==> src/hdl/audio_eq_pkg.sv <==
// constants and carrier types for the equalizer coefficient loader
// assumes a 32-bit AXI4-Lite master; registers are 16 bits in the low half
`default_nettype none
package audio_eq_pkg;

	// register indices; byte address is four times the index
	localparam logic [9:0] IDX_PCNT = 10'h102;
	localparam logic [9:0] IDX_EQ = 10'h108;
	localparam logic [9:0] IDX_SUR = 10'h10a;
	localparam logic [9:0] IDX_ACC = 10'h10c;
	// coefficient pairs in the order b0, b1, b2, a1, a2
	localparam logic [9:0] IDX_UP [5] = '{10'h10e, 10'h140, 10'h142,
		10'h144, 10'h146};
	localparam logic [9:0] IDX_LO [5] = '{10'h110, 10'h141, 10'h143,
		10'h145, 10'h147};

	localparam int NCOEF = 5;
	localparam int CW = 20;
	localparam int LO_W = 4;

	// field positions
	localparam int EQ_MODE_LSB = 0;
	localparam int PCNT_LSB = 0;
	localparam int SUR_WIDTH_LSB = 4;
	localparam int SUR_SEL_LSB = 0;
	localparam int ACC_IDX_LSB = 0;
	localparam int ACC_LOAD_BIT = 8;

	// reset values
	localparam logic [1:0] EQ_MODE_RST = 2'h0;
	localparam logic [2:0] PCNT_RST = 3'h0;
	localparam logic [2:0] SUR_WIDTH_RST = 3'h4;
	localparam logic [1:0] SUR_SEL_RST = 2'h0;
	localparam logic [7:0] ACC_IDX_RST = 8'h00;

	// codes
	localparam logic [1:0] EQ_OFF = 2'h0;
	localparam logic [1:0] EQ_PAR = 2'h1;
	localparam logic [1:0] EQ_TONE = 2'h2;
	localparam logic [1:0] EQ_GRAPH = 2'h3;
	localparam logic [1:0] SUR_MONO = 2'h2;
	localparam logic [1:0] SUR_STEREO = 2'h3;
	localparam logic [7:0] BAND_MAX = 8'h04;
	localparam logic [7:0] BAND_LAST = 8'h06;
	localparam logic [1:0] RESP_OKAY = 2'h0;
	localparam logic [1:0] RESP_SLVERR = 2'h2;

	typedef struct packed {
		logic [1:0] eq_mode;
		logic parametric_on;
		logic tone_on;
		logic graphic_on;
		logic [2:0] par_count;
		logic [2:0] sur_width;
		logic [1:0] sur_sel;
		logic sur_mono;
		logic sur_stereo;
	} dsp_cfg_s;

	typedef struct packed {
		logic load;
		logic [2:0] band;
		logic [NCOEF-1:0][CW-1:0] values;
	} coef_load_s;

	typedef struct packed {
		logic aw_held;
		logic [9:0] aw_idx;
		logic w_held;
		logic [15:0] wdata;
		logic [1:0] wstrb;
		logic bvalid;
		logic [1:0] bresp;
		logic rvalid;
		logic [15:0] rdata;
		logic [1:0] rresp;
		logic [7:0] band_idx;
		logic [NCOEF-1:0][15:0] up;
		logic [NCOEF-1:0][LO_W-1:0] lo;
		dsp_cfg_s cfg;
		coef_load_s ld;
	} state_s;

endpackage

`default_nettype wire

==> src/hdl/audio_eq_coefficient_loader.sv <==
// equalizer mode, surround settings and coefficient load control
// assumes one 40 MHz clock shared with the AXI4-Lite master and the core
`timescale 1ns/1ps
`default_nettype none

// Contract
// the two-bit mode selects off, parametric, tone control or graphic.
// parametric filtering runs only in mode 1 with a nonzero count.
// surround width runs 0 least to 7 most and resets to 4.
// surround select codes 0 and 1 are off, 2 mono, 3 stereo.
// writing one to bit 8 of the access register loads the band.
// the 8-bit index picks bands 0 to 4 with codes 0-4, last band with 6.
// each band takes five 20-bit coefficients from register pairs.
// the host writes coefficients first, then index, then load.
// index and load may arrive in one write and that index is used.
// the b0 upper register is write-only and holds bits 19 to 4.
// each lower register holds bits 3 to 0, upper bits reserved.
// the filter count enables that many cascaded filters, 0 is off.
// the load bit is a pulse, reads zero, and data stay after a load.
module audio_eq_coefficient_loader (
	input wire logic ref_clk,
	input wire logic rst_n,
	input wire logic [15:0] s_axi_awaddr,
	input wire logic s_axi_awvalid,
	output logic s_axi_awready,
	input wire logic [31:0] s_axi_wdata,
	input wire logic [3:0] s_axi_wstrb,
	input wire logic s_axi_wvalid,
	output logic s_axi_wready,
	output logic [1:0] s_axi_bresp,
	output logic s_axi_bvalid,
	input wire logic s_axi_bready,
	input wire logic [15:0] s_axi_araddr,
	input wire logic s_axi_arvalid,
	output logic s_axi_arready,
	output logic [31:0] s_axi_rdata,
	output logic [1:0] s_axi_rresp,
	output logic s_axi_rvalid,
	input wire logic s_axi_rready,
	output audio_eq_pkg::dsp_cfg_s dsp_cfg,
	output audio_eq_pkg::coef_load_s coef_load
);

	audio_eq_pkg::state_s s_q;
	audio_eq_pkg::state_s s_d;
	logic wr_fire;
	logic [9:0] ar_idx;

	// byte-lane merge, used for every writable register except the lower coefficient halves
	function automatic logic [15:0] merge16(input logic [15:0] old_v,
		input logic [15:0] new_v, input logic [1:0] strb);
		merge16 = {strb[1] ? new_v[15:8] : old_v[15:8],
			strb[0] ? new_v[7:0] : old_v[7:0]};
	endfunction

	// true when an index maps to any register
	function automatic logic mapped(input logic [9:0] idx);
		logic hit;
		hit = (idx == audio_eq_pkg::IDX_PCNT) || (idx == audio_eq_pkg::IDX_EQ)
			|| (idx == audio_eq_pkg::IDX_SUR) || (idx == audio_eq_pkg::IDX_ACC);
		for (int i = 0; i < audio_eq_pkg::NCOEF; i++) begin
			hit = hit || (idx == audio_eq_pkg::IDX_UP[i])
				|| (idx == audio_eq_pkg::IDX_LO[i]);
		end
		mapped = hit;
	endfunction

	// band code check
	function automatic logic band_ok(input logic [7:0] idx);
		band_ok = (idx <= audio_eq_pkg::BAND_MAX)
			|| (idx == audio_eq_pkg::BAND_LAST);
	endfunction

	// handshakes stay combinational; one write and one read at a time
	assign s_axi_awready = !s_q.aw_held && !s_q.bvalid;
	assign s_axi_wready = !s_q.w_held && !s_q.bvalid;
	assign s_axi_arready = !s_q.rvalid;
	assign s_axi_bvalid = s_q.bvalid;
	assign s_axi_bresp = s_q.bresp;
	assign s_axi_rvalid = s_q.rvalid;
	assign s_axi_rresp = s_q.rresp;
	assign s_axi_rdata = {16'h0000, s_q.rdata};
	assign dsp_cfg = s_q.cfg;
	assign coef_load = s_q.ld;
	assign wr_fire = s_q.aw_held && s_q.w_held && !s_q.bvalid;
	assign ar_idx = s_axi_araddr[11:2];

	// next state: bus capture, register writes, readback, load pulse
	always_comb begin
		logic [15:0] wv;
		logic [7:0] acc_idx;
		wv = 16'h0000;
		acc_idx = 8'h00;
		s_d = s_q;
		// load is a single-cycle strobe
		s_d.ld.load = 1'b0;
		if (s_axi_awvalid && s_axi_awready) begin
			s_d.aw_held = 1'b1;
			s_d.aw_idx = s_axi_awaddr[11:2];
		end
		if (s_axi_wvalid && s_axi_wready) begin
			s_d.w_held = 1'b1;
			s_d.wdata = s_axi_wdata[15:0];
			s_d.wstrb = s_axi_wstrb[1:0];
		end
		if (s_q.bvalid && s_axi_bready) begin
			s_d.bvalid = 1'b0;
		end
		// address and data may arrive in either order; act once both held
		if (wr_fire) begin
			s_d.aw_held = 1'b0;
			s_d.w_held = 1'b0;
			s_d.bvalid = 1'b1;
			s_d.bresp = mapped(s_q.aw_idx) ? audio_eq_pkg::RESP_OKAY
				: audio_eq_pkg::RESP_SLVERR;
			case (s_q.aw_idx)
				audio_eq_pkg::IDX_EQ: begin
					wv = merge16({14'h0000, s_q.cfg.eq_mode}, s_q.wdata,
						s_q.wstrb);
					s_d.cfg.eq_mode = wv[audio_eq_pkg::EQ_MODE_LSB +: 2];
				end
				audio_eq_pkg::IDX_PCNT: begin
					wv = merge16({13'h0000, s_q.cfg.par_count}, s_q.wdata,
						s_q.wstrb);
					s_d.cfg.par_count = wv[audio_eq_pkg::PCNT_LSB +: 3];
				end
				audio_eq_pkg::IDX_SUR: begin
					wv = merge16({9'h000, s_q.cfg.sur_width, 2'h0,
						s_q.cfg.sur_sel}, s_q.wdata, s_q.wstrb);
					// width code stored as written
					s_d.cfg.sur_width = wv[audio_eq_pkg::SUR_WIDTH_LSB +: 3];
					s_d.cfg.sur_sel = wv[audio_eq_pkg::SUR_SEL_LSB +: 2];
				end
				audio_eq_pkg::IDX_ACC: begin
					wv = merge16({8'h00, s_q.band_idx}, s_q.wdata, s_q.wstrb);
					// index of this same write drives the load
					acc_idx = wv[audio_eq_pkg::ACC_IDX_LSB +: 8];
					s_d.band_idx = acc_idx;
					// load strobe with a valid band
					if (s_q.wstrb[1] && s_q.wdata[audio_eq_pkg::ACC_LOAD_BIT]
						&& band_ok(acc_idx)) begin
						s_d.ld.load = 1'b1;
						s_d.ld.band = acc_idx[2:0];
						// five 20-bit coefficients assembled
						for (int i = 0; i < audio_eq_pkg::NCOEF; i++) begin
							s_d.ld.values[i] = {s_q.up[i], s_q.lo[i]};
						end
					end
				end
				default: begin
					// write-only coefficient halves
					for (int i = 0; i < audio_eq_pkg::NCOEF; i++) begin
						if (s_q.aw_idx == audio_eq_pkg::IDX_UP[i]) begin
							s_d.up[i] = merge16(s_q.up[i], s_q.wdata,
								s_q.wstrb);
						end
						if (s_q.aw_idx == audio_eq_pkg::IDX_LO[i]
							&& s_q.wstrb[0]) begin
							s_d.lo[i] = s_q.wdata[audio_eq_pkg::LO_W-1:0];
						end
					end
				end
			endcase
		end
		// decoded enables follow the stored fields
		s_d.cfg.parametric_on = (s_d.cfg.eq_mode == audio_eq_pkg::EQ_PAR)
			&& (s_d.cfg.par_count != 3'h0);
		s_d.cfg.tone_on = (s_d.cfg.eq_mode == audio_eq_pkg::EQ_TONE);
		s_d.cfg.graphic_on = (s_d.cfg.eq_mode == audio_eq_pkg::EQ_GRAPH);
		// codes 0 and 1 both leave the effect off
		s_d.cfg.sur_mono = (s_d.cfg.sur_sel == audio_eq_pkg::SUR_MONO);
		s_d.cfg.sur_stereo = (s_d.cfg.sur_sel == audio_eq_pkg::SUR_STEREO);
		// reads: write-only fields and load bit return zero
		if (s_q.rvalid && s_axi_rready) begin
			s_d.rvalid = 1'b0;
		end
		if (s_axi_arvalid && s_axi_arready) begin
			s_d.rvalid = 1'b1;
			s_d.rresp = mapped(ar_idx) ? audio_eq_pkg::RESP_OKAY
				: audio_eq_pkg::RESP_SLVERR;
			case (ar_idx)
				audio_eq_pkg::IDX_EQ: s_d.rdata = {14'h0000, s_q.cfg.eq_mode};
				audio_eq_pkg::IDX_PCNT: s_d.rdata = {13'h0000, s_q.cfg.par_count};
				audio_eq_pkg::IDX_SUR: s_d.rdata = {9'h000, s_q.cfg.sur_width,
					2'h0, s_q.cfg.sur_sel};
				// load bit never reads back
				audio_eq_pkg::IDX_ACC: s_d.rdata = {8'h00, s_q.band_idx};
				default: s_d.rdata = 16'h0000;
			endcase
		end
	end

	// single register stage; reset loads documented defaults
	always_ff @(posedge ref_clk) begin
		if (!rst_n) begin
			s_q <= '0;
			s_q.cfg.eq_mode <= audio_eq_pkg::EQ_MODE_RST;
			s_q.cfg.par_count <= audio_eq_pkg::PCNT_RST;
			s_q.cfg.sur_width <= audio_eq_pkg::SUR_WIDTH_RST;
			s_q.cfg.sur_sel <= audio_eq_pkg::SUR_SEL_RST;
			s_q.band_idx <= audio_eq_pkg::ACC_IDX_RST;
		end else begin
			s_q <= s_d;
		end
	end
endmodule

`default_nettype wire

==> config.mk <==
export PLATFORM = sky130hd
export DESIGN_NAME = audio_eq_coefficient_loader
export DESIGN_NICKNAME = d
export VERILOG_FILES = /design/src/hdl/audio_eq_pkg.sv /design/src/hdl/audio_eq_coefficient_loader.sv
export SDC_FILE = /design/constraint.sdc
export NUM_CORES = 1
export LEC_CHECK = 0
export BUFFER_PORTS_ARGS = -buffer_cell sky130_fd_sc_hd__buf_2
export CAP_MARGIN = 20
export CELL_PAD_IN_SITES_DETAIL_PLACEMENT = 1
export CELL_PAD_IN_SITES_GLOBAL_PLACEMENT = 1
export CORE_UTILIZATION = 40
export DETAILED_ROUTE_END_ITERATION = 16
export GPL_TIMING_DRIVEN = 0
export PLACE_DENSITY = 0.87
export SLEW_MARGIN = 15
export SYNTH_ARGS = -nofsm -noshare
export SYNTH_HDL_FRONTEND = slang
export SYNTH_SLANG_ARGS = --single-unit
export TNS_END_PERCENT = 10
==> constraint.sdc <==
create_clock -name ref_clk -period 6.5 [get_ports ref_clk]
set_clock_uncertainty 0.1 [all_clocks]
set_input_delay 0.975 -clock ref_clk [delete_from_list [all_inputs] [get_ports ref_clk]]
set_output_delay 0.975 -clock ref_clk [all_outputs]
set_load 0.02 [all_outputs]
==> results of run 1 <==
==> registers in the layout, summed over array words and instances (netlist names) <==
signal	flops
s_axi_bresp	1
coef_load	104
dsp_cfg	15
s_axi_rdata	8
s_axi_bvalid	1
s_axi_rresp	1
s_axi_rvalid	1
s_q	138
==> worst register-to-register path, stage by stage, from the launching register on <==
cell	delay, ns
dfxtp_1	0.30
clkbuf_1	0.37
or4b_2	0.77
o22a_1	0.21
a2111o_1	0.37
buf_6	0.18
buf_6	0.18
buf_6	0.17
buf_6	0.18
nand3_2	0.09
o21ai_1	0.08
==> stage by stage <==
stage	hold WS [ns]	area (µm²)	utilization (%)
2_1_floorplan	0.328	11500	-
3_3_place_gp	0.340	12800	46.0
3_5_place_dp	0.346	12800	46.0
4_1_cts	0.354	13800	49.7
5_1_grt	0.371	13800	49.7
6_report	0.350	13800	49.7
==> cells in the mapped netlist, drive strengths merged, types with 6 or more instances <==
cell type  number  area share [%]
nor3            6            0.35
clkbuf         64             2.1
buf           183              12
nor2          140             4.8
a21oi          40             1.8
nand2b          7            0.39
nand3         118             5.5
mux2i         119              10
a22oi           6            0.40
nand2         178             5.9
nor2b           6            0.33
dfxtp         269              47
o21ai         110             5.0
==> power by group through the flow <==
stage / Combinational [W] / Clock, W / Sequential (W)
after floorplan: 0.000119 / 0 / 0.00171
after global placement: 0.000181 / 0 / 0.00172
after detailed placement: 0.000187 / 0 / 0.00172
after CTS: 0.000190 / 0.00179 / 0.00169
after global routing: 0.000208 / 0.00186 / 0.00169
final: 0.000195 / 0.00177 / 0.00169
==> path summary, 6_finish.rpt <==
kind | from | endpoint | cells after the start
setup / recovery | s_q[256]$_SDFFE_PN0P_ | coef_load[37]$_SDFFE_PN0P_ | 10
hold / removal | s_q[276]$_SDFFE_PN0P_ | s_q[276]$_SDFFE_PN0P_ | 2
setup reg to reg | s_q[256]$_SDFFE_PN0P_ | coef_load[37]$_SDFFE_PN0P_ | 10
hold reg to reg | s_q[276]$_SDFFE_PN0P_ | s_q[276]$_SDFFE_PN0P_ | 2
==> layout make-up <==
cell class | instances | area share, %
Antenna cell | 1 | 0.0181
Tap cell | 378 | 3.42
Multi-Input combinational cell | 810 | 32.5
Sequential cell | 269 | 38.9
Clock buffer | 40 | 5.98
Timing Repair Buffer | 175 | 6.33
Buffer | 247 | 11.3
Inverter | 3 | 0.0814
Clock inverter | 13 | 1.44
==> per-layer routing <==
metal  routed length, µm  vias to the layer above
li1                    -                     4648
met1               15200                     4773
met2               17700                      381
met3                2150                      101
met4                1710                        0
met5                   0                        -
==> cells by family after synthesis <==
kind of cell,count (synthesis)
AND/OR/NAND/NOR,494
flip-flops,269
buffers and inverters,250
AO/OA/AOI/OAI,169
multiplexers,121
other,1
==> PnR_summary.wiki, run 1 <==
{| class="wikitable"
! Metric !! Value
|-
| Clock network fraction of design power || 48.5%
|-
| Die height || 171 µm
|-
| Initial Utilization || 40.8%
|-
| Reported max-cap violation count || 0
|-
| Largest net degree at the start of global routing || 14
|-
| Dominant combinational cell family by area after synthesis || simple AND/OR/NAND/NOR gates
|-
| Footprint of the multi-input gates || 0.00449 mm²
|-
| Switching Power || 0.000855 W
|-
| Capturing element type of the critical path || register
|-
| Yosys warnings || 0
|-
| TritonCTS clock tree || yes
|-
| Total grt overflow || 0
|-
| Placer Congestion || 0.832
|-
| Most repeated library cell on the critical path || buf_6
|-
| Mux cell area share after synthesis || 10.7%
|-
| Critical path buffers and inverters || 5
|-
| First-pass DRT Iterations || 5
|-
| Number of routed nets with antenna violations || 0
|-
| Required time at the endpoint of the critical path || 6.82 ns
|-
| Worst VDD drop || 0.155 mV
|-
| Xor and xnor area share after synthesis || 0%
|-
| Worst Setup Path Type || reg -> reg
|-
| Minimum setup slack in the final design || 3.39 ns
|-
| Critical-path maximum fanout || 10
|-
| Dpl cells || 1882
|-
| Flip-flop cell with the highest count after synthesis || dfxtp_1
|-
| Aggregate global-route resource usage || 25.2%
|-
| Minimum setup slack after placement || 3.22 ns
|-
| Unrepaired setup endpoints after global routing || no
|-
| Number of hold buffers added after cts || 0
|-
| Result of the run || finished, final reports clean
|-
| Arrival time worst endpoint || 3.43 ns
|-
| Asr flop ratio synth || 0%
|-
| Number of CTS-inserted buffers || 29
|-
| FMAX || 0.322 GHz
|-
| Longest individual stage delay on the worst path || 0.77 ns
|-
| Routed WL || 36800 µm
|-
| Final instance count without filler cells || 1936
|-
| Post-Synthesis Cells || 1304
|-
| Hold Vio Cnt, Final || 0
|-
| Met2 Track Usage GR || 42.6%
|-
| Most common cell after layout, fill and taps aside || dfxtp_1
|-
| Adder-cell area share of the yosys netlist || 0%
|-
| Critical path's top delay family || buffers and inverters
|-
| Mapped cell area || 0.0114 mm²
|-
| Post-Synth Simple-Gate Area || 19.9%
|-
| Switching fraction of total power || 23.4%
|-
| Met3 GRT Util || 3.54%
|-
| Clock period minus worst slack || 3.11 ns
|-
| Die extent in x || 171 µm
|-
| GR peak layer || met2
|-
| Proportion of synthesized chip area in sequential cells || 47.4%
|-
| Clk Latency, worst-skew pair || 0.55 ns
|-
| Sinks on Clock Net || 269
|-
| Number of buffer cells added on primary ports || 175
|-
| Vias post-DR || 9903
|-
| Worst Max-Slew Pin Slew || 0.951 ns
|-
| Post-synthesis compound-gate area fraction || 8.09%
|-
| Global-route wire length before repair || 56600 µm
|-
| Leak Pwr || 5.89 nW
|-
| Total chip power || 0.00366 W
|-
| Met1 track utilization from global routing || 31.1%
|-
| Number of antenna violations at the first check in global routing || 1
|-
| Setup_tns || 0 ns
|-
| Pwr dens || 264 mW/mm²
|-
| Fin crit share || 47.9%
|-
| Crit-path cells || clkbuf_1 -> or4b_2 -> o22a_1 -> a2111o_1 -> buf_6 -> buf_6 -> buf_6 -> buf_6 -> nand3_2 -> o21ai_1
|-
| H-tree levels || 1
|-
| I/O pin count || 235
|-
| Number of nets in the layout || 1610
|-
| # setup viols final || 0
|-
| Footprint of the flip-flops and latches || 0.00539 mm²
|-
| Number of DRC markers in iteration 0 || 764
|-
| Number of design rule violations left after detail routing || 0
|-
| Nature of the critical path startpoint || register
|-
| Post CTS Setup Buffer Count || 0
|-
| Number of unique standard cell types used by synthesis || 51
|-
| Fraction of layout cells with a size suffix above 1 || 27.4%
|-
| Normalized max-slew margin || 36.2%
|-
| Post-CTS sizing || 0
|-
| Power Internal || 0.00280 W
|-
| Combinational fraction of design power || 5.3%
|-
| Post-DP HPWL || 25600 µm
|-
| Portion of total power attributed to sequential cells || 46.2%
|-
| Signed area change from the synthesized netlist to the final layout || 21.7%
|-
| Area enclosed by the die boundary || 0.0291 mm²
|-
| Via count of the first global-routing pass || 10300
|-
| Per-instance average area after synthesis || 8.72 µm²
|-
| Number of core rows || 61
|-
| Wire per inst || 19.0 µm
|-
| Number of fill cells in the layout || 3356
|-
| Path class of the lowest-slack min-delay path || reg -> reg
|-
| Commonest cells after routing, fill and taps aside || 269 x dfxtp_1, 185 x buf_2, 178 x nand2_1
|-
| Clock Pin Slew Worst Setup and Hold Paths || 0.06 ns
|-
| Flip-flop and latch count after synthesis || 269
|-
| Clock Root Buffer || clkbuf_16
|-
| Via density per instance || 5.12
|-
| Final slew viol count || 0
|-
| Placeable core region || 0.0279 mm²
|-
| Slowest CP cell || or4b_2
|-
| Post-synth EDFFs || 0
|-
| Flop2flop setup slack || 3.39 ns
|-
| Clock tree buffer depth || 3
|}
Power figures use the tool's default switching activity.
==> inputs of run 2 (changes only) <==
ABC_AREA = 1   (was unset)
PLACE_DENSITY = 0.9   (was 0.87)
clock period = 3 ns   (was 6.5 ns; I/O delays follow)
==> PnR_summary.wiki, run 2 <==
{| class="wikitable"
! Metric !! Value
|-
| Setup_tns || 0 ns (unchanged)
|-
| Fin crit share || 81.1% (+33 points)
|-
| Clock Pin Slew Worst Setup and Hold Paths || 0.06 ns (about the same)
|-
| Placed cell area || 0.0139 mm² (+8.9%)
|-
| Post-synth top cells || 371 x nor2_1, 269 x dfxtp_1, 263 x nand2_1
|-
| Nature of the critical path startpoint || register
|-
| Number of buffer cells added on primary ports || 177 (+1.1%)
|-
| Largest net degree at the start of global routing || 16 (+2)
|-
| Worst VDD drop || 0.429 mV (+180%)
|-
| Die height || 179 µm (+4.7%)
|-
| Capturing element type of the critical path || register
|-
| Clock period minus worst slack || 2.43 ns (-0.677 ns)
|-
| Signed area change from the synthesized netlist to the final layout || 19.9%
|-
| Footprint of the flip-flops and latches || 0.00539 mm² (unchanged)
|-
| Largest cells by area after synthesis || dfxtp_1 43%, nor2_1 11%, buf_4 9.5%
|-
| Number of core rows || 64 (+4.9%)
|-
| Diodes inserted || 0 (-1)
|-
| Worst Max-Slew Pin Slew || 0.848 ns (-0.103 ns)
|-
| Per-instance average area after synthesis || 6.96 µm² (-20%)
|-
| Clock tree buffer depth || 3 (unchanged)
|-
| Initial Utilization || 40.7% (-0.14 points)
|-
| Result of the run || finished, final reports clean
|-
| Asr flop ratio synth || 0% (unchanged)
|-
| Total grt overflow || 0 (unchanged)
|-
| Slowest CP cell || o21ai_0
|-
| Number of CTS-inserted buffers || 30 (+3.4%)
|-
| Pwr dens || 538 mW/mm² (+100%)
|-
| First-pass DRT Iterations || 5 (unchanged)
|-
| Cell with the most instances after synthesis || nor2_1
|-
| Number of nets in the layout || 2100 (+30%)
|-
| Number of fill cells in the layout || 4028 (+20%)
|-
| Synth area leader || dfxtp_1
|-
| Most common cell after layout, fill and taps aside || nor2_1
|-
| Longest individual stage delay on the worst path || 0.43 ns (-0.34 ns)
|-
| Post-synth EDFFs || 0 (unchanged)
|-
| Dpl cells || 2389 (+27%)
|-
| Number of design rule violations left after detail routing || 0 (unchanged)
|-
| Post-CTS sizing || 0 (unchanged)
|-
| FMAX || 0.411 GHz (+28%)
|-
| Most repeated library cell on the critical path || nor2_1
|-
| Post-Synthesis Cells || 1791 (+37%)
|-
| Leak Pwr || 7.09 nW (+20%)
|-
| Number of DRC markers in iteration 0 || 732 (-4.2%)
|-
| Fraction of layout cells with a size suffix above 1 || 21.2% (-6.2 points)
|-
| Routed WL || 40800 µm (+11%)
|-
| Via count of the first global-routing pass || 12200 (+18%)
|-
| Vias post-DR || 12100 (+22%)
|-
| Proportion of synthesized chip area in sequential cells || 43.2% (-4.2 points)
|-
| Mapped cell area || 0.0125 mm² (+9.7%)
|-
| Normalized max-slew margin || 43.5% (+7.2 points)
|-
| Finished Cell Area || 0.0150 mm² (+8.1%)
|-
| Clock Root Buffer || clkbuf_16
|-
| Final instance count without filler cells || 2444 (+26%)
|-
| Clk Latency, worst-skew pair || 0.58 ns (+0.03 ns)
|-
| Footprint of the multi-input gates || 0.00463 mm² (+3.1%)
|-
| I/O pin count || 235 (unchanged)
|-
| Area enclosed by the die boundary || 0.0319 mm² (+9.6%)
|-
| # setup viols final || 0 (unchanged)
|-
| Flip-flop and latch count after synthesis || 269 (unchanged)
|-
| Post CTS Setup Buffer Count || 0 (unchanged)
|-
| Wire per inst || 16.7 µm (-12%)
|-
| Hold Vio Cnt, Final || 0 (unchanged)
|-
| Required time at the endpoint of the critical path || 3.34 ns (-3.48 ns)
|-
| Critical-path maximum fanout || 10 (unchanged)
|-
| Reported max-cap violation count || 0 (unchanged)
|-
| TritonCTS clock tree || yes
|-
| Fraction of post-synthesis cell area in the top cell type by area || 43.2% (-4.2 points)
|-
| Top reg by flops || s_q
|-
| Max reg flops || 138 (unchanged)
|-
| Sinks on Clock Net || 269 (unchanged)
|-
| Via density per instance || 4.96 (-3.1%)
|-
| Die extent in x || 179 µm (+4.7%)
|-
| Placer Congestion || 0.879 (+5.6%)
|-
| Aggregate global-route resource usage || 25.6% (+0.36 points)
|-
| Commonest cells after routing, fill and taps aside || 371 x nor2_1, 269 x dfxtp_1, 263 x nand2_1
|-
| H-tree levels || 1 (unchanged)
|-
| Post-route core utilization || 48.8% (-0.90 points)
|-
| Post-DP HPWL || 29600 µm (+15%)
|-
| Path class of the lowest-slack min-delay path || in -> reg
|-
| Arrival time worst endpoint || 2.77 ns (-0.66 ns)
|-
| Unrepaired setup endpoints after global routing || no
|-
| Placeable core region || 0.0307 mm² (+10%)
|-
| Number of hold buffers added after cts || 0 (unchanged)
|-
| Number of unique standard cell types used by synthesis || 30 (-41%)
|-
| Worst Setup Path Type || reg -> reg
|-
| Number of antenna violations at the first check in global routing || 0 (-1)
|-
| Crit-path cells || buf_2 -> o21ai_0 -> nor2_1 -> nand2_1 -> nor2_1 -> nand3_2 -> clkbuf_1 -> o21ai_0 -> nor2_1
|-
| Flip-flop cell with the highest count after synthesis || dfxtp_1
|-
| Final slew viol count || 0 (unchanged)
|-
| Number of routed nets with antenna violations || 0 (unchanged)
|-
| Yosys warnings || 0 (unchanged)
|-
| Global-route wire length before repair || 63700 µm (+13%)
|}
[run 2: cell count changes after synthesis, moves of 8 or more]
cell,change
nor2_1,+237
buf_2,+13
o21ai_0,+39
inv_1,+239
mux2i_1,-119
clkbuf_1,-19
nand3_1,-74
a21oi_1,+22
nand4_1,+97
o21ai_1,+24
nand2_1,+85
inv_2,+8
[run 2: logic make-up (layout without fill, tap and decap cells)]
| family | Yosys count | count (layout) | share of synthesized area, % |
|---|---|---|---|
| AOI/OAI and AO/OA | 240 | 240 | 9.78 |
| buffers and inverters | 494 | 726 | 20.4 |
| DFF | 269 | 269 | 43.2 |
| other | 1 | 26 | 0.0301 |
| and+or+nand+nor | 787 | 787 | 26.6 |
[run 2: worst paths after layout]
| check | startpoint | depth (start not counted) | end | slack [ns] |
|---|---|---|---|---|
| setup / recovery | s_q[249]$_SDFFE_PN0P_ | 9 | coef_load[59]$_SDFFE_PN0P_ | 0.57 |
| hold / removal | s_axi_awaddr[10] | 3 | s_q[276]$_SDFFE_PN0P_ | 0.05 |
| hold reg to reg | s_q[121]$_SDFFE_PN0P_ | 2 | s_q[121]$_SDFFE_PN0P_ | 0.36 |
| setup reg to reg | s_q[249]$_SDFFE_PN0P_ | 9 | coef_load[59]$_SDFFE_PN0P_ | 0.57 |
[run 2: per-layer routing]
| layer | vias up | track usage (%) | part of all wire, % |
|---|---|---|---|
| met5 | - | 0 | 0 |
| met4 | 0 | 11.1 | 4.1 |
| met3 | 107 | 4.09 | 7.2 |
| met2 | 418 | 44.1 | 47 |
| met1 | 5714 | 31.3 | 41 |
| li1 | 5881 | - | - |
[run 2: power by group]
part	switching (W)	internal, W
sequential	0.0000447	0.00362
clock	0.00155	0.00221
combinational	0.000477	0.000163
[run 2: critical path: cells and delay by family, from the launching register on]
kind,cells,cell delay (ns)
simple gates,5,0.62
compound gates,2,0.59
flops,1,0.38
buf+inv,2,0.59
[run 2: cell type report]
cell class              instances  area share [%]
plain buffers                 243            10.7
clock buffers                  43            5.88
clock inverters                12           0.887
inverters                     251            6.30
multi-input cells            1053            31.0
flip-flops and latches        269            36.0
well taps                     396            3.31
repair buffers                177            5.92
[run 2: per-stage QoR]
stage                     total power [W]  worst slack, ns  hold WS, ns
after CTS                         0.00806            0.625       0.0507
after floorplan                   0.00412             1.25        0.320
after detailed placement          0.00435            0.523        0.343
after global routing              0.00828            0.463       0.0609
after global placement            0.00433            0.597        0.333
final                             0.00805            0.567       0.0526
==> inputs of run 3 (changes only) <==
ABC_AREA = 0   (was 1)
PLACE_DENSITY = 0.87   (was 0.9)
clock period = 2.3 ns   (was 3 ns; I/O delays follow)
==> PnR_summary.wiki, run 3 (synthesis results as in run 1) <==
{| class="wikitable"
! Metric !! Value
|-
| Initial Utilization || 40.8% (+0.14 points)
|-
| RR Startpoint || s_q[256]$_SDFFE_PN0P_
|-
| Fin crit share || 124% (+43 points)
|-
| Number of buffer cells added on primary ports || 175 (-1.1%)
|-
| Number of core rows || 61 (-4.7%)
|-
| Placeable core region || 0.0279 mm² (-9.2%)
|-
| Hold Vio Cnt, Final || 0 (unchanged)
|-
| Post-DP HPWL || 25200 µm (-15%)
|-
| Post-Route Hold Slack || 0.0208 ns (-0.0318 ns)
|-
| Sinks on Clock Net || 269 (unchanged)
|-
| Switching fraction of total power || 24.2% (-1.5 points)
|-
| Normalized max-slew margin || 38.1% (-5.3 points)
|-
| Slowest CP cell || or4b_2
|-
| Path class of the lowest-slack min-delay path || in -> reg
|-
| Critical path buffers and inverters || 4 (+2)
|-
| Top reg by flops || s_q
|-
| Clock Pin Slew Worst Setup and Hold Paths || 0.07 ns (about the same)
|-
| Via count of the first global-routing pass || 10900 (-11%)
|-
| Number of CTS-inserted buffers || 28 (-6.7%)
|-
| Crit-path cells || or4b_2 -> o22a_1 -> a2111o_1 -> buf_8 -> buf_12 -> buf_16 -> buf_12 -> nand3_2 -> o21ai_2
|-
| Longest individual stage delay on the worst path || 0.71 ns (+0.28 ns)
|-
| Max reg flops || 138 (unchanged)
|-
| Nature of the critical path startpoint || register
|-
| FMAX || 0.349 GHz (-15%)
|-
| First-pass DRT Iterations || 5 (unchanged)
|-
| Worst Setup Path Type || reg -> reg
|-
| Leak Pwr || 6.41 nW (-9.6%)
|-
| Clock period minus worst slack || 2.86 ns (+0.429 ns)
|-
| Reported max-cap violation count || 0 (unchanged)
|-
| Power Internal || 0.00790 W (+32%)
|-
| Arrival time worst endpoint || 3.20 ns (+0.43 ns)
|-
| # setup viols final || 202 (+202)
|-
| Critical path's top delay family || simple AND/OR/NAND/NOR gates
|-
| Pwr dens || 683 mW/mm² (+27%)
|-
| I/O pin count || 235 (unchanged)
|-
| Portion of total power attributed to sequential cells || 46.1% (+0.6 points)
|-
| Combinational fraction of design power || 6.0% (-1.9 points)
|-
| Number of antenna violations at the first check in global routing || 0 (unchanged)
|-
| Minimum setup slack in the final design || -0.562 ns (-1.13 ns)
|-
| Most common cell after layout, fill and taps aside || dfxtp_1
|-
| Destination of the worst register-to-register timing path || coef_load[33]$_SDFFE_PN0P_
|-
| Commonest cells after routing, fill and taps aside || 262 x dfxtp_1, 176 x nand2_1, 176 x buf_2
|-
| Total chip power || 0.0104 W (+29%)
|-
| Wire per inst || 21.6 µm (+30%)
|-
| Capturing element type of the critical path || register
|-
| Placer Congestion || 0.857 (-2.5%)
|-
| Largest net degree at the start of global routing || 16 (unchanged)
|-
| TritonCTS clock tree || yes
|-
| Diodes inserted || 0 (unchanged)
|-
| Area enclosed by the die boundary || 0.0291 mm² (-8.8%)
|-
| Number of design rule violations left after detail routing || 0 (unchanged)
|-
| Fraction of layout cells with a size suffix above 1 || 35.8% (+15 points)
|-
| Critical-path maximum fanout || 9 (-1)
|-
| Via density per instance || 5.34 (+7.7%)
|-
| Total grt overflow || 0 (unchanged)
|-
| Hold path cells || 3 (unchanged)
|-
| Worst Max-Slew Pin Slew || 0.928 ns (+0.0798 ns)
|-
| Flop2flop setup slack || -0.56 ns (-1.13 ns)
|-
| Worst VDD drop || 0.495 mV (+15%)
|-
| H-tree levels || 1 (unchanged)
|-
| Clock tree buffer depth || 3 (unchanged)
|-
| Unrepaired setup endpoints after global routing || yes
|-
| Aggregate global-route resource usage || 27.4% (+1.8 points)
|-
| Number of nets in the layout || 1654 (-21%)
|-
| Clock Root Buffer || clkbuf_16
|-
| Routed WL || 42800 µm (+5.0%)
|-
| Number of routed nets with antenna violations || 0 (unchanged)
|-
| Vias post-DR || 10600 (-13%)
|-
| Post-route core utilization || 54.8% (+6.0 points)
|-
| Setup_tns || -60.87 ns (-60.87 ns)
|-
| Worst Hold Launch || s_axi_wdata[7]
|-
| Result of the run || complete, but fails checks
|-
| Switching Power || 0.00252 W (+22%)
|-
| Clk Latency, worst-skew pair || 0.58 ns (about the same)
|-
| Die extent in x || 171 µm (-4.5%)
|-
| Clock network fraction of design power || 47.9% (+1.3 points)
|-
| Signed area change from the synthesized netlist to the final layout || 34.3%
|-
| Most repeated library cell on the critical path || buf_12
|-
| Die height || 171 µm (-4.5%)
|-
| Global-route wire length before repair || 61100 µm (-4.1%)
|-
| Final slew viol count || 0 (unchanged)
|-
| Required time at the endpoint of the critical path || 2.64 ns (-0.70 ns)
|-
| Final instance count without filler cells || 1979 (-19%)
|-
| Dpl cells || 1882 (-21%)
|-
| Length in cells of the worst reg-to-reg path || 9 (unchanged)
|-
| Number of DRC markers in iteration 0 || 847 (+16%)
|-
| Failing checks || negative setup slack
|-
| Worst hold path endpoint || s_q[258]$_SDFFE_PN0P_
|}
## run 3: power groups by stage
stage               logic (W)  clock network [W]  registers (W)
finish               0.000628            0.00500        0.00480
global route         0.000659            0.00520        0.00480
CTS                  0.000575            0.00497        0.00479
detailed placement   0.000535                  0        0.00488
global placement     0.000518                  0        0.00487
floorplan            0.000342                  0        0.00484
## run 3: final cells by class
cell class / count / area, µm²
plain buffers: 243 / 1770
flip-flops and latches: 269 / 5400
fillers: 3162 / 12600
repair buffers: 224 / 1530
well taps: 378 / 473
clock buffers: 40 / 806
multi-input cells: 810 / 5070
inverters: 3 / 11.3
clock inverters: 12 / 210
## run 3: metal layers
layer,global-route usage [%],part of all wire (%),up-vias
li1,-,-,4752
met1,31.3,40,5210
met2,47.5,49,451
met3,4.88,5.6,153
met4,17.1,5.6,0
met5,0,0,-
## run 3: timing repair
item / 4_1_cts / 5_1_grt
setup endpoints to repair: 219 / 227
resized for setup: 95 / 159
endpoints found under the hold margin: 29 / 0
hold buffers: 30 / 0
cloned: 4 / 6
pin swaps: 9 / 17
setup buffers: 7 / 2
## run 3: worst max-delay path by stage
stage,to,slack (ns),startpoint,depth (start not counted)
after floorplan,coef_load[23]$_SDFFE_PN0P_,-0.27,s_q[275]$_SDFFE_PN0P_,10
after global placement,coef_load[0]$_SDFFE_PN0P_,-0.70,s_q[256]$_SDFFE_PN0P_,10
after detailed placement,dsp_cfg[12]$_SDFF_PN0_,-0.86,s_q[275]$_SDFFE_PN0P_,6
after CTS,coef_load[62]$_SDFFE_PN0P_,-0.55,s_q[275]$_SDFFE_PN0P_,9
after global routing,coef_load[33]$_SDFFE_PN0P_,-0.52,s_q[256]$_SDFFE_PN0P_,9
final,coef_load[33]$_SDFFE_PN0P_,-0.56,s_q[256]$_SDFFE_PN0P_,9
## run 3: worst register-to-register path, cell delays in order (launching register included)
cell      delay [ns]
dfxtp_2         0.46
or4b_2          0.72
o22a_1          0.23
a2111o_1        0.41
buf_8           0.16
buf_12          0.15
buf_16          0.17
buf_12          0.16
nand3_2         0.08
o21ai_2         0.08
## run 3: through the flow
stage / setup WS, ns / instance area, µm²
CTS: -0.549 / 14700
global route: -0.523 / 15300
finish: -0.562 / 15300
global placement: -0.697 / 13000
floorplan: -0.266 / 11600
detailed placement: -0.863 / 13000
